<file path="src/qpot_pkg.sv">
// Shared constants, types and timing for the quad potentiometer command interpreter.
`default_nettype none
package qpot_pkg;

	// ----------------------------------------------------------------
	// Frame layout
	// ----------------------------------------------------------------
	localparam logic [5:0] ADDR_PREFIX   = 6'h14;
	localparam logic [2:0] BYTE_LAST_BIT = 3'h7;
	localparam logic [4:0] DATA_FIRST_BIT = 5'h10;
	localparam logic [4:0] BIT_CNT_MAX   = 5'h1F;
	localparam logic [7:0] WIPER_MAX     = 8'hFF;
	localparam logic [7:0] WIPER_MIN     = 8'h00;
	localparam logic [7:0] SLOT_RESET    = 8'h80;

	// ----------------------------------------------------------------
	// Instruction codes (upper nibble of the instruction byte, whole byte for status)
	// ----------------------------------------------------------------
	localparam logic [3:0] OP_RD_WIPER      = 4'h9;
	localparam logic [3:0] OP_WR_WIPER      = 4'hA;
	localparam logic [3:0] OP_RD_SLOT       = 4'hB;
	localparam logic [3:0] OP_WR_SLOT       = 4'hC;
	localparam logic [3:0] OP_SLOT_TO_WIPER = 4'hD;
	localparam logic [3:0] OP_WIPER_TO_SLOT = 4'hE;
	localparam logic [3:0] OP_GLB_TO_WIPER  = 4'h1;
	localparam logic [3:0] OP_GLB_TO_SLOT   = 4'h8;
	localparam logic [3:0] OP_STEP          = 4'h2;
	localparam logic [3:0] OP_STATUS        = 4'h5;
	localparam logic [7:0] INSTR_STATUS     = 8'h51;

	// ----------------------------------------------------------------
	// Timing
	// ----------------------------------------------------------------
	localparam int CLK_HZ          = 20000000;
	localparam int NV_WRITE_MS     = 5;
	localparam int NV_WRITE_CYCLES = NV_WRITE_MS * (CLK_HZ / 1000);

	// ----------------------------------------------------------------
	// Types
	// ----------------------------------------------------------------
	typedef enum logic [2:0] {
		ST_ADDR,
		ST_INSTR,
		ST_DATA,
		ST_STEP,
		ST_IGNORE,
		ST_DONE
	} qpot_state_e;

	typedef struct packed {
		logic       cs_n;
		logic       sck;
		logic       si;
		logic [1:0] strap;
	} qpot_pins_s;

endpackage : qpot_pkg
`default_nettype wire

</file>
<file path="src/qpot_top.sv">
// Serial command interpreter of the quad potentiometer: wipers, setting slots, status.
//
// Contract
// - Frame starts with address byte 010100 plus two strap bits, MSB first.
// - Instruction 1001 00 pp returns selected wiper as third byte, bit 7 first.
// - Instruction 1010 00 pp loads the next eight bits into that wiper.
// - Instruction 1011 rr pp returns the addressed setting slot as third byte.
// - Instruction 1100 rr pp stores the next eight bits into the slot, via NV write.
// - Status instruction 0101 0001 returns seven zeros and the busy flag in bit 0.
// - Instruction 0001 rr 00 copies slot rr of every pot into its wiper.
// - Instruction 1000 rr 00 saves every wiper into its slot rr, via NV write.
// - Instruction 1110 rr pp saves the selected wiper into the selected slot.
// - Instruction 1101 rr pp loads the selected slot into its wiper, no NV write.
// - After 0010 00 pp every further bit until chip select rises steps once.
// - Non-volatile programming starts only after chip select has risen.
// - A step bit of one moves toward the high end, zero toward the low end.
// - Busy flag reads one during a non-volatile write cycle, zero otherwise.
// - A non-volatile write cycle lasts at most 5 ms.
// - After power-up each wiper is loaded from its slot zero.
`timescale 1ns/1ps
`default_nettype none
module qpot_top
	import qpot_pkg::*;
#(
	parameter int         NV_CYCLES = NV_WRITE_CYCLES,
	parameter logic [7:0] SLOT_INIT = SLOT_RESET
) (
	// Clock and reset
	input  wire logic        mclk_i,
	input  wire logic        rst_n_i,
	// Serial pins
	input  wire logic        cs_n_i,
	input  wire logic        sck_i,
	input  wire logic        si_i,
	output logic             so_o,
	output logic             so_oe_n_o,
	// Address straps
	input  wire logic [1:0]  addr_strap_i,
	// Potentiometer state
	output logic      [31:0] wiper_pos_o,
	output logic             write_busy_flag_o
);
	// ----------------------------------------------------------------
	// Pin synchronisation and edge detection
	// ----------------------------------------------------------------
	qpot_pins_s pins_raw;
	qpot_pins_s pins_s;
	logic       sck_d_reg;
	logic       cs_d_reg;
	logic       sck_rise;
	logic       sck_fall;
	logic       cs_rise;
	logic       byte_done;

	assign pins_raw = '{cs_n: cs_n_i, sck: sck_i, si: si_i, strap: addr_strap_i};

	qpot_sync #(.W($bits(qpot_pins_s))) u_sync (
		.mclk_i  (mclk_i),
		.rst_n_i (rst_n_i),
		.async_i (pins_raw),
		.sync_o  (pins_s)
	);

	always_ff @(posedge mclk_i)
	begin
		if (!rst_n_i)
		begin
			sck_d_reg <= 1'b0;
			cs_d_reg  <= 1'b1;
		end
		else
		begin
			sck_d_reg <= pins_s.sck;
			cs_d_reg  <= pins_s.cs_n;
		end
	end

	assign sck_rise = !pins_s.cs_n && pins_s.sck && !sck_d_reg;
	assign sck_fall = !pins_s.cs_n && !pins_s.sck && sck_d_reg;
	assign cs_rise  = pins_s.cs_n && !cs_d_reg;

	// ----------------------------------------------------------------
	// Shift in and frame decode
	// ----------------------------------------------------------------
	qpot_state_e state_reg;
	qpot_state_e instr_next;
	logic [4:0]  bit_cnt_reg;
	logic [7:0]  sr_reg;
	logic [7:0]  sr_next;
	logic [7:0]  instr_reg;
	logic [3:0]  op;
	logic [1:0]  rs;
	logic [1:0]  ps;
	logic        addr_ok;
	logic        busy;

	assign sr_next   = {sr_reg[6:0], pins_s.si};
	assign byte_done = sck_rise && (bit_cnt_reg[2:0] == BYTE_LAST_BIT);
	assign op        = sr_next[7:4];
	assign rs        = sr_next[3:2];
	assign ps        = sr_next[1:0];
	assign addr_ok   = (sr_next[7:2] == ADDR_PREFIX) && (sr_next[1:0] == pins_s.strap);

	always_ff @(posedge mclk_i)
	begin
		if (!rst_n_i || pins_s.cs_n)
		begin
			bit_cnt_reg <= 5'h00;
			sr_reg      <= 8'h00;
		end
		else if (sck_rise)
		begin
			sr_reg <= sr_next;
			if (bit_cnt_reg != BIT_CNT_MAX)
				bit_cnt_reg <= bit_cnt_reg + 5'h01;
		end
	end

	always_comb
	begin
		instr_next = ST_IGNORE;
		unique case (op)
			OP_RD_WIPER, OP_WR_WIPER: if (rs == 2'h0) instr_next = ST_DATA;
			OP_RD_SLOT, OP_WR_SLOT: instr_next = ST_DATA;
			OP_SLOT_TO_WIPER, OP_WIPER_TO_SLOT: instr_next = ST_DONE;
			OP_GLB_TO_WIPER, OP_GLB_TO_SLOT: if (ps == 2'h0) instr_next = ST_DONE;
			OP_STEP: if (rs == 2'h0) instr_next = ST_STEP;
			OP_STATUS: if (sr_next == INSTR_STATUS) instr_next = ST_DATA;
			default: instr_next = ST_IGNORE;
		endcase
	end

	always_ff @(posedge mclk_i)
	begin
		if (!rst_n_i || pins_s.cs_n)
			state_reg <= ST_ADDR;
		else if (byte_done)
		begin
			unique case (state_reg)
				ST_ADDR: state_reg <= addr_ok ? ST_INSTR : ST_IGNORE;
				ST_INSTR: state_reg <= instr_next;
				ST_DATA: state_reg <= ST_DONE;
				ST_STEP, ST_IGNORE, ST_DONE: state_reg <= state_reg;
			endcase
		end
	end

	always_ff @(posedge mclk_i)
	begin
		if (!rst_n_i)
			instr_reg <= 8'h00;
		else if (byte_done && state_reg == ST_INSTR)
			instr_reg <= sr_next;
	end

	// ----------------------------------------------------------------
	// Serial output
	// ----------------------------------------------------------------
	logic [7:0] out_reg;
	logic       is_read;

	assign is_read = (instr_reg[7:4] == OP_RD_WIPER) || (instr_reg[7:4] == OP_RD_SLOT)
		|| (instr_reg == INSTR_STATUS);

	logic [7:0] wiper_reg [0:3];
	logic [7:0] slot_mem  [0:3][0:3];

	always_ff @(posedge mclk_i)
	begin
		if (!rst_n_i)
			out_reg <= 8'h00;
		else if (byte_done && state_reg == ST_INSTR)
		begin
			if (op == OP_RD_WIPER)
				out_reg <= wiper_reg[ps];
			else if (op == OP_RD_SLOT)
				out_reg <= slot_mem[ps][rs];
			else
				out_reg <= {7'h00, busy};
		end
		else if (sck_fall && state_reg == ST_DATA && bit_cnt_reg > DATA_FIRST_BIT)
			out_reg <= {out_reg[6:0], 1'b0};
	end

	// The output stays released in every state but a read data byte.
	always_ff @(posedge mclk_i)
	begin
		if (!rst_n_i)
		begin
			so_o      <= 1'b0;
			so_oe_n_o <= 1'b1;
		end
		else
		begin
			so_o      <= out_reg[7];
			so_oe_n_o <= !(state_reg == ST_DATA && is_read && !pins_s.cs_n);
		end
	end

	// ----------------------------------------------------------------
	// Wiper registers
	// ----------------------------------------------------------------
	logic boot_reg;
	logic step_ev;

	assign step_ev = sck_rise && state_reg == ST_STEP;

	always_ff @(posedge mclk_i)
	begin
		if (!rst_n_i)
			boot_reg <= 1'b1;
		else
			boot_reg <= 1'b0;
	end

	always_ff @(posedge mclk_i)
	begin
		if (!rst_n_i)
		begin
			for (int p = 0; p < 4; p++)
				wiper_reg[p] <= WIPER_MIN;
		end
		else if (boot_reg)
		begin
			for (int p = 0; p < 4; p++)
				wiper_reg[p] <= slot_mem[p][0];
		end
		else if (byte_done && state_reg == ST_INSTR && instr_next == ST_DONE)
		begin
			if (op == OP_GLB_TO_WIPER)
			begin
				for (int p = 0; p < 4; p++)
					wiper_reg[p] <= slot_mem[p][rs];
			end
			else if (op == OP_SLOT_TO_WIPER)
				wiper_reg[ps] <= slot_mem[ps][rs];
		end
		else if (byte_done && state_reg == ST_DATA && instr_reg[7:4] == OP_WR_WIPER)
			wiper_reg[instr_reg[1:0]] <= sr_next;
		else if (step_ev)
		begin
			if (pins_s.si && wiper_reg[instr_reg[1:0]] != WIPER_MAX)
				wiper_reg[instr_reg[1:0]] <= wiper_reg[instr_reg[1:0]] + 8'h01;
			else if (!pins_s.si && wiper_reg[instr_reg[1:0]] != WIPER_MIN)
				wiper_reg[instr_reg[1:0]] <= wiper_reg[instr_reg[1:0]] - 8'h01;
		end
	end

	always_ff @(posedge mclk_i)
	begin
		if (!rst_n_i)
			wiper_pos_o <= 32'h00000000;
		else
			wiper_pos_o <= {wiper_reg[3], wiper_reg[2], wiper_reg[1], wiper_reg[0]};
	end

	// ----------------------------------------------------------------
	// Setting slots and non-volatile writes
	// ----------------------------------------------------------------
	logic       pend_reg;
	logic       pend_all_reg;
	logic       pend_wiper_reg;
	logic [7:0] pend_data_reg;
	logic       commit;

	always_ff @(posedge mclk_i)
	begin
		if (!rst_n_i || cs_rise)
		begin
			pend_reg       <= 1'b0;
			pend_all_reg   <= 1'b0;
			pend_wiper_reg <= 1'b0;
			pend_data_reg  <= 8'h00;
		end
		else if (byte_done && state_reg == ST_INSTR && instr_next == ST_DONE
			&& (op == OP_GLB_TO_SLOT || op == OP_WIPER_TO_SLOT))
		begin
			pend_reg       <= 1'b1;
			pend_all_reg   <= (op == OP_GLB_TO_SLOT);
			pend_wiper_reg <= 1'b1;
		end
		else if (byte_done && state_reg == ST_DATA && instr_reg[7:4] == OP_WR_SLOT)
		begin
			pend_reg      <= 1'b1;
			pend_data_reg <= sr_next;
		end
	end

	// Writes that end while a cycle is still running are dropped.
	assign commit = cs_rise && pend_reg && !busy;

	always_ff @(posedge mclk_i)
	begin
		if (!rst_n_i)
		begin
			for (int p = 0; p < 4; p++)
				for (int r = 0; r < 4; r++)
					slot_mem[p][r] <= SLOT_INIT;
		end
		else if (commit)
		begin
			if (pend_all_reg)
			begin
				for (int p = 0; p < 4; p++)
					slot_mem[p][instr_reg[3:2]] <= wiper_reg[p];
			end
			else if (pend_wiper_reg)
				slot_mem[instr_reg[1:0]][instr_reg[3:2]] <= wiper_reg[instr_reg[1:0]];
			else
				slot_mem[instr_reg[1:0]][instr_reg[3:2]] <= pend_data_reg;
		end
	end

	qpot_nv_timer #(.CYCLES(NV_CYCLES)) u_nv_timer (
		.mclk_i  (mclk_i),
		.rst_n_i (rst_n_i),
		.start_i (commit),
		.busy_o  (busy)
	);

	assign write_busy_flag_o = busy;
endmodule : qpot_top
`default_nettype wire

</file>
<file path="src/qpot_sync.sv">
// Two-flop synchroniser for a vector of asynchronous levels.
`timescale 1ns/1ps
`default_nettype none
module qpot_sync #(
	parameter int W = 1
) (
	// Clock and reset
	input  wire logic         mclk_i,
	input  wire logic         rst_n_i,
	// Levels
	input  wire logic [W-1:0] async_i,
	output logic      [W-1:0] sync_o
);
	logic [W-1:0] meta_reg;

	always_ff @(posedge mclk_i)
	begin
		if (!rst_n_i)
		begin
			meta_reg <= '1;
			sync_o   <= '1;
		end
		else
		begin
			meta_reg <= async_i;
			sync_o   <= meta_reg;
		end
	end
endmodule : qpot_sync
`default_nettype wire

</file>
<file path="src/qpot_nv_timer.sv">
// Non-volatile write cycle timer that holds the busy flag.
`timescale 1ns/1ps
`default_nettype none
module qpot_nv_timer #(
	parameter int CYCLES = 100000
) (
	// Clock and reset
	input  wire logic mclk_i,
	input  wire logic rst_n_i,
	// Control
	input  wire logic start_i,
	output logic      busy_o
);
	localparam int CW = $clog2(CYCLES + 1);
	logic [CW-1:0] cnt_reg;

	// A start while busy is ignored; the caller refuses such writes.
	always_ff @(posedge mclk_i)
	begin
		if (!rst_n_i)
		begin
			cnt_reg <= '0;
			busy_o  <= 1'b0;
		end
		else if (start_i && !busy_o)
		begin
			cnt_reg <= CW'(CYCLES - 1);
			busy_o  <= 1'b1;
		end
		else if (busy_o)
		begin
			if (cnt_reg == '0)
				busy_o <= 1'b0;
			else
				cnt_reg <= cnt_reg - 1'b1;
		end
	end
endmodule : qpot_nv_timer
`default_nettype wire

</file>
<file path="config.mk">
export PLATFORM = sky130hd
export DESIGN_NAME = qpot_top
export DESIGN_NICKNAME = d
export VERILOG_FILES = /design/src/qpot_pkg.sv /design/src/qpot_top.sv /design/src/qpot_sync.sv /design/src/qpot_nv_timer.sv
export SDC_FILE = /design/constraint.sdc
export NUM_CORES = 1
export LEC_CHECK = 0
export BUFFER_PORTS_ARGS = -buffer_cell sky130_fd_sc_hd__buf_2
export CORE_ASPECT_RATIO = 0.75
export CORE_MARGIN = 4
export CORE_UTILIZATION = 30
export CTS_BUF_LIST = sky130_fd_sc_hd__clkbuf_8
export CTS_CLUSTER_SIZE = 25
export DETAILED_ROUTE_END_ITERATION = 16
export SLEW_MARGIN = 20
export SYNTH_ARGS = -nofsm -noshare
export SYNTH_HDL_FRONTEND = slang
export SYNTH_HIERARCHICAL = 1
export SYNTH_SLANG_ARGS = --single-unit
</file>
<file path="constraint.sdc">
create_clock -name mclk_i -period 6.6 [get_ports mclk_i]
set_input_delay 1.32 -clock mclk_i [delete_from_list [all_inputs] [get_ports mclk_i]]
set_output_delay 1.32 -clock mclk_i [all_outputs]
set_load 0.005 [all_outputs]
</file>
==> After elaboration in Yosys (flattened, before gate mapping) <==
Memory sizes are Yosys's and may differ from the RTL's. A register that Yosys moved wholly into a read port is not among the register bits.
Index checks and enable logic that the tools add are counted.
{ "op_classes": {"n_bitwise": 176, "n_eq_ne": 28, "n_mux": 266, "n_addsub": 4, "reduce_logical": 59, "order_cmp": 4} }
{ "ops": {"columns": ["op", "count"], "rows": [
  ["$mux W8", 27],
  ["$mux W1", 214],
  ["$or A1 B1 Y1", 170],
  ["$mux W32", 5],
  ["$bmux W8 S2", 5],
  ["$mux W17", 3],
  ["$eq A4 B4 Y1 const B", 11],
  ["$reduce_or A32 Y1", 1],
  ["$logic_and A1 B1 Y1", 24],
  ["$pmux W3 S6", 1],
  ["$logic_not A17 Y1", 1],
  ["$sub A17 B1 Y17 const B", 1],
  ["$demux W8 S2", 1],
  ["$eq A8 B7 Y1 const B", 2],
  ["$reduce_or A8 Y1", 2],
  ["$eq A3 B3 Y1 const B", 4],
  ["$mux W3", 4],
  ["$mux W2", 5],
  ["$reduce_and A2 Y1", 5],
  ["$reduce_or A2 Y1", 5],
  ["$pmux W3 S3", 1],
  ["$add A8 B1 Y8 const B", 1],
  ["$logic_not A1 Y1", 8],
  ["$ne A8 B8 Y1 const B", 1],
  ["other kinds (22)", 35]
]} }
{ "totals": {"elab_cells": 559, "ramBits": 160, "register_bits": 107, "inputBits": 7, "n_memories": 2} }
{ "mem_list": {"columns": ["name", "words", "width", "rd", "rd_clocked_by_memory_dff", "wr", "line_no", "text"], "rows": [
  ["slot_mem", 4, 32, 5, 0, 4, "qpot_top.sv:166", "logic [7:0] slot_mem [0:3][0:3];"],
  ["wiper_reg", 4, 8, 6, 1, 4, "qpot_top.sv:165", "logic [7:0] wiper_reg [0:3];"]
]} }

==> Depth between registers and ports, before layout <==
{ "depth": {"word_depth": 15, "ltp_mapped": 12, "ltp_nobuf": 10} }

==> Modules after synthesis <==
The synthesis kept the hierarchy.
{ "modules_own_cells": {"columns": ["module", "n_inst", "seq_area_each_um2", "cells_each", "area_per_inst_um2"], "rows": [
  ["qpot_top", 1, 6426.2, 1142, 12953.7],
  ["qpot_nv_timer", 1, 360.3, 102, 904.6],
  ["qpot_sync", 1, 200.2, 20, 262.8]
]} }

==> Least setup slack after synthesis <==
Ideal clock, no wire load.
{ "synth_timing": {"kind": "input to register", "start": "input port rst_n_i", "end": "memory wiper_reg[0][5] (data pin)", "cell_stages": 7, "t_arrival_ns": 2.962, "path_buffers": 1, "setup_slack_ns": 3.365, "required_ns": 6.327, "setup_time_ns": 0.273, "path_cell_list": "nor4bb_1 and3_1 clkbuf_1 a22oi_4 a21boi_0 o32ai_1 o21ai_0"} }
{ "synth_lines": {"columns": ["element", "line_no", "text"], "rows": [
  ["start, declared", "qpot_top.sv:30", "input wire logic rst_n_i,"],
  ["end, declared", "qpot_top.sv:165", null]
]} }

==> metrics.yaml <==
yosys.area_share.simple_pct: 14.23
clock_latency_ns: 0.61
r2r-start: "sr_reg[0]"
synth_fa_ha_area_share_pct: 0.7088
syn_inst: 1264
synth_seq_cells: 269
synth_ff_type: "edfxtp_1"
clk_pin_slew_ns: 0.07
grt_max_degree: 48
min_to: "u_sync/sync_o[0]"
drt-wirelength-per-cell_um: 27.31
critPathArrivalTime_ns: 4.48
ant_nets: 0
die-height_um: 195.9
die_w_um: 258.5
yosysSeqAreaShare_pct: 49.48
cts_tree: "yes"
place_congestion: 1.056
antenna_found_initial: 1
overflow: 0
die-area_um2: 50640
path_cells: "buf_4, mux2_2, a221oi_1, o31ai_1, a31oi_1, a21oi_1, o2bb2ai_1, o21ai_0"
ios: 42
tns_ns: 0
rows: 68
critPathSlowestCell: "dfxtp_2"
io_buffer_count: 41
final_common_cell: "edfxtp_1"
timing.hold.ws_ns: 0.4093
drtIter0Drc: 1746
drc_errors: 0
mappedNetlistArea_um2: 14120
tightestPinTransition_ns: 1.197
fmax_mhz: 238.8
cts_buffers: 42
grt_pass1_wl_um: 75680
fin_nets: 1303
slew_violations: 0
outcome: "finished, final reports clean"
worstPathRequired_ns: 6.90
worst_slack_ns: 2.412
synth_top_family_by_area: "multiplexers"
final_cell_mix: "edfxtp_1 (160), o21ai_0 (155), nand2_1 (153), dfxtp_1 (105), mux4_2 (78)"
period_minus_slack_ns: 4.188
pwr_density_cell_nw_per_um2: 228.9
synth_mux_area_share_pct: 17.04
clock_skew_ns: 0.03873
synth_compound_area_share_pct: 14.38
synth-edff-count: 160
setup.worst_path.class: "register to register"
vias_per_cell: 5.974
htreeDepth: 2
largest_register_ffs: 128
synthArstFlopShare_pct: 0
min_from: "u_sync/meta_reg[0]"
start_util_pct: 30.51
cts-root-buf: "clkbuf_8"
ys_warn_count: 6
p_total_mw: 3.599
reg2reg_to: "wiper_reg[2][3]"
cp-start-kind: "register"
rsz0062_at_grt: "no"
crit_fanout: 31
whs_path_depth: 1
vias: 11674
track_usage_pct: 20.31
rr_worst_depth: 8
setup_viol: 0
finalCritPeriodShare_pct: 63.46
cts.sinks: 269
grt_pass1_vias: 10774
place_ws_ns: 2.267
cts_buffer_depth: 3
layout-drive-gt1-share_pct: 17.56
totalWireLength_um: 53360
postCtsHoldBufs: 0
fillers: 4638
hold_viol_final: 0
cts_resized: 0
min_path_type: "register to register"
post_cts_buffers: 0
timing.slew.headroom_pct: 19.91
post-dp-hpwl_um: 38930
power.leakage_nw: 5.250
core_um2: 46280
ys_types: 77
yosys.area_share.xor_xnor_pct: 1.240
drv_cap: 0
firstDrtPassIters: 8
synth_nets: 1279
area.growth.synth_to_final_pct: 11.38
synth_area_per_cell_um2: 11.17
reg2reg_setup_slack_ns: 2.41
cp-end-kind: "register"
ir_drop_v: 0.00009640
slowest_delay_ns: 0.86
-- critical path: cells and delay by family, from the launching register on --
kind,cells,cell delay [ns]
AO/OA/AOI/OAI,6,2.04
flip-flops,1,0.86
multiplexers,1,0.39
buffers and inverters,1,0.57
-- layout make-up --
class / count / area (um2) / share of cell area [%]
clock buffer: 45 / 619.3 / 3.938
timing repair buffer: 54 / 302.8 / 1.925
tap: 630 / 788.3 / 5.012
antenna: 3 / 7.507 / 0.04773
clock inverter: 32 / 197.7 / 1.257
multi-input combinational: 899 / 6735 / 42.82
sequential: 269 / 6994 / 44.47
inverter: 22 / 82.58 / 0.5251
-- stage by stage --
| step | util [%] | instances | instance area, um2 |
|---|---|---|---|
| global placement | 32.19 | 1874 | 14900 |
| detailed placement | 32.20 | 1874 | 14900 |
| CTS | 33.96 | 1951 | 15720 |
| global route | 33.96 | 1951 | 15720 |
| floorplan | - | 1264 | 14120 |
| finish | 33.98 | 1954 | 15730 |
-- worst max path at each step --
stage | start | endpoint | cells past startpoint
final | sr_reg[0] | wiper_reg[2][3] | 8
after global routing | register | wiper_reg[0][1] | 10
after CTS | register | wiper_reg[3][0] | 10
after detailed placement | rst_n_i | slot_mem[0][3] | 5
after global placement | rst_n_i | slot_mem[0][1] | 5
after floorplan | rst_n_i | wiper_reg[0][5] | 7
-- Yosys cell counts (10+ instances only) --
library cell | instances | area share, %
edfxtp_1 | 160 | 34
o21ai_0 | 156 | 5.5
nand2_1 | 153 | 4.1
dfxtp_1 | 109 | 15
mux4_2 | 78 | 12
nor2_1 | 66 | 1.8
mux2i_1 | 57 | 4.0
a21oi_1 | 45 | 1.6
clkbuf_1 | 44 | 1.2
and2_1 | 41 | 1.8
nand3_1 | 35 | 1.2
a22oi_1 | 28 | 1.5
inv_1 | 21 | 0.56
nand2b_1 | 21 | 0.93
a31oi_1 | 18 | 0.80
buf_2 | 15 | 0.53
nor4_1 | 13 | 0.58
o21ai_1 | 12 | 0.43
xor2_1 | 12 | 0.74
nor3_1 | 10 | 0.35
-- cell families (layout without fill, tap and decap cells) --
group / count (synthesis) / in the layout
AND/OR/NAND/NOR: 398 / 398
AO/OA/AOI/OAI: 331 / 331
flip-flops: 269 / 269
multiplexers: 142 / 142
buffers and inverters: 96 / 153
XOR/XNOR: 20 / 20
adder cells (fa/ha/maj): 8 / 8
other: 0 / 3
-- per-layer routing --
metal / vias up / wire (um) / global-route usage (%)
met5: - / 169 / 2.395
met4: 4 / 1501 / 5.594
met3: 117 / 10230 / 12.88
met2: 920 / 19830 / 25.70
met1: 5751 / 21640 / 28.10
li1: 4882 / - / -
-- where the power goes --
| part | leakage [nW] | internal [mW] | total [mW] | switching, mW |
|---|---|---|---|---|
| clock | 0.466 | 0.715 | 1.44 | 0.723 |
| combinational | 2.32 | 0.0873 | 0.233 | 0.146 |
| sequential | 2.47 | 1.84 | 1.93 | 0.0833 |
| total | 5.25 | 2.65 | 3.60 | 0.952 |
(Power assumes the default switching activity.)
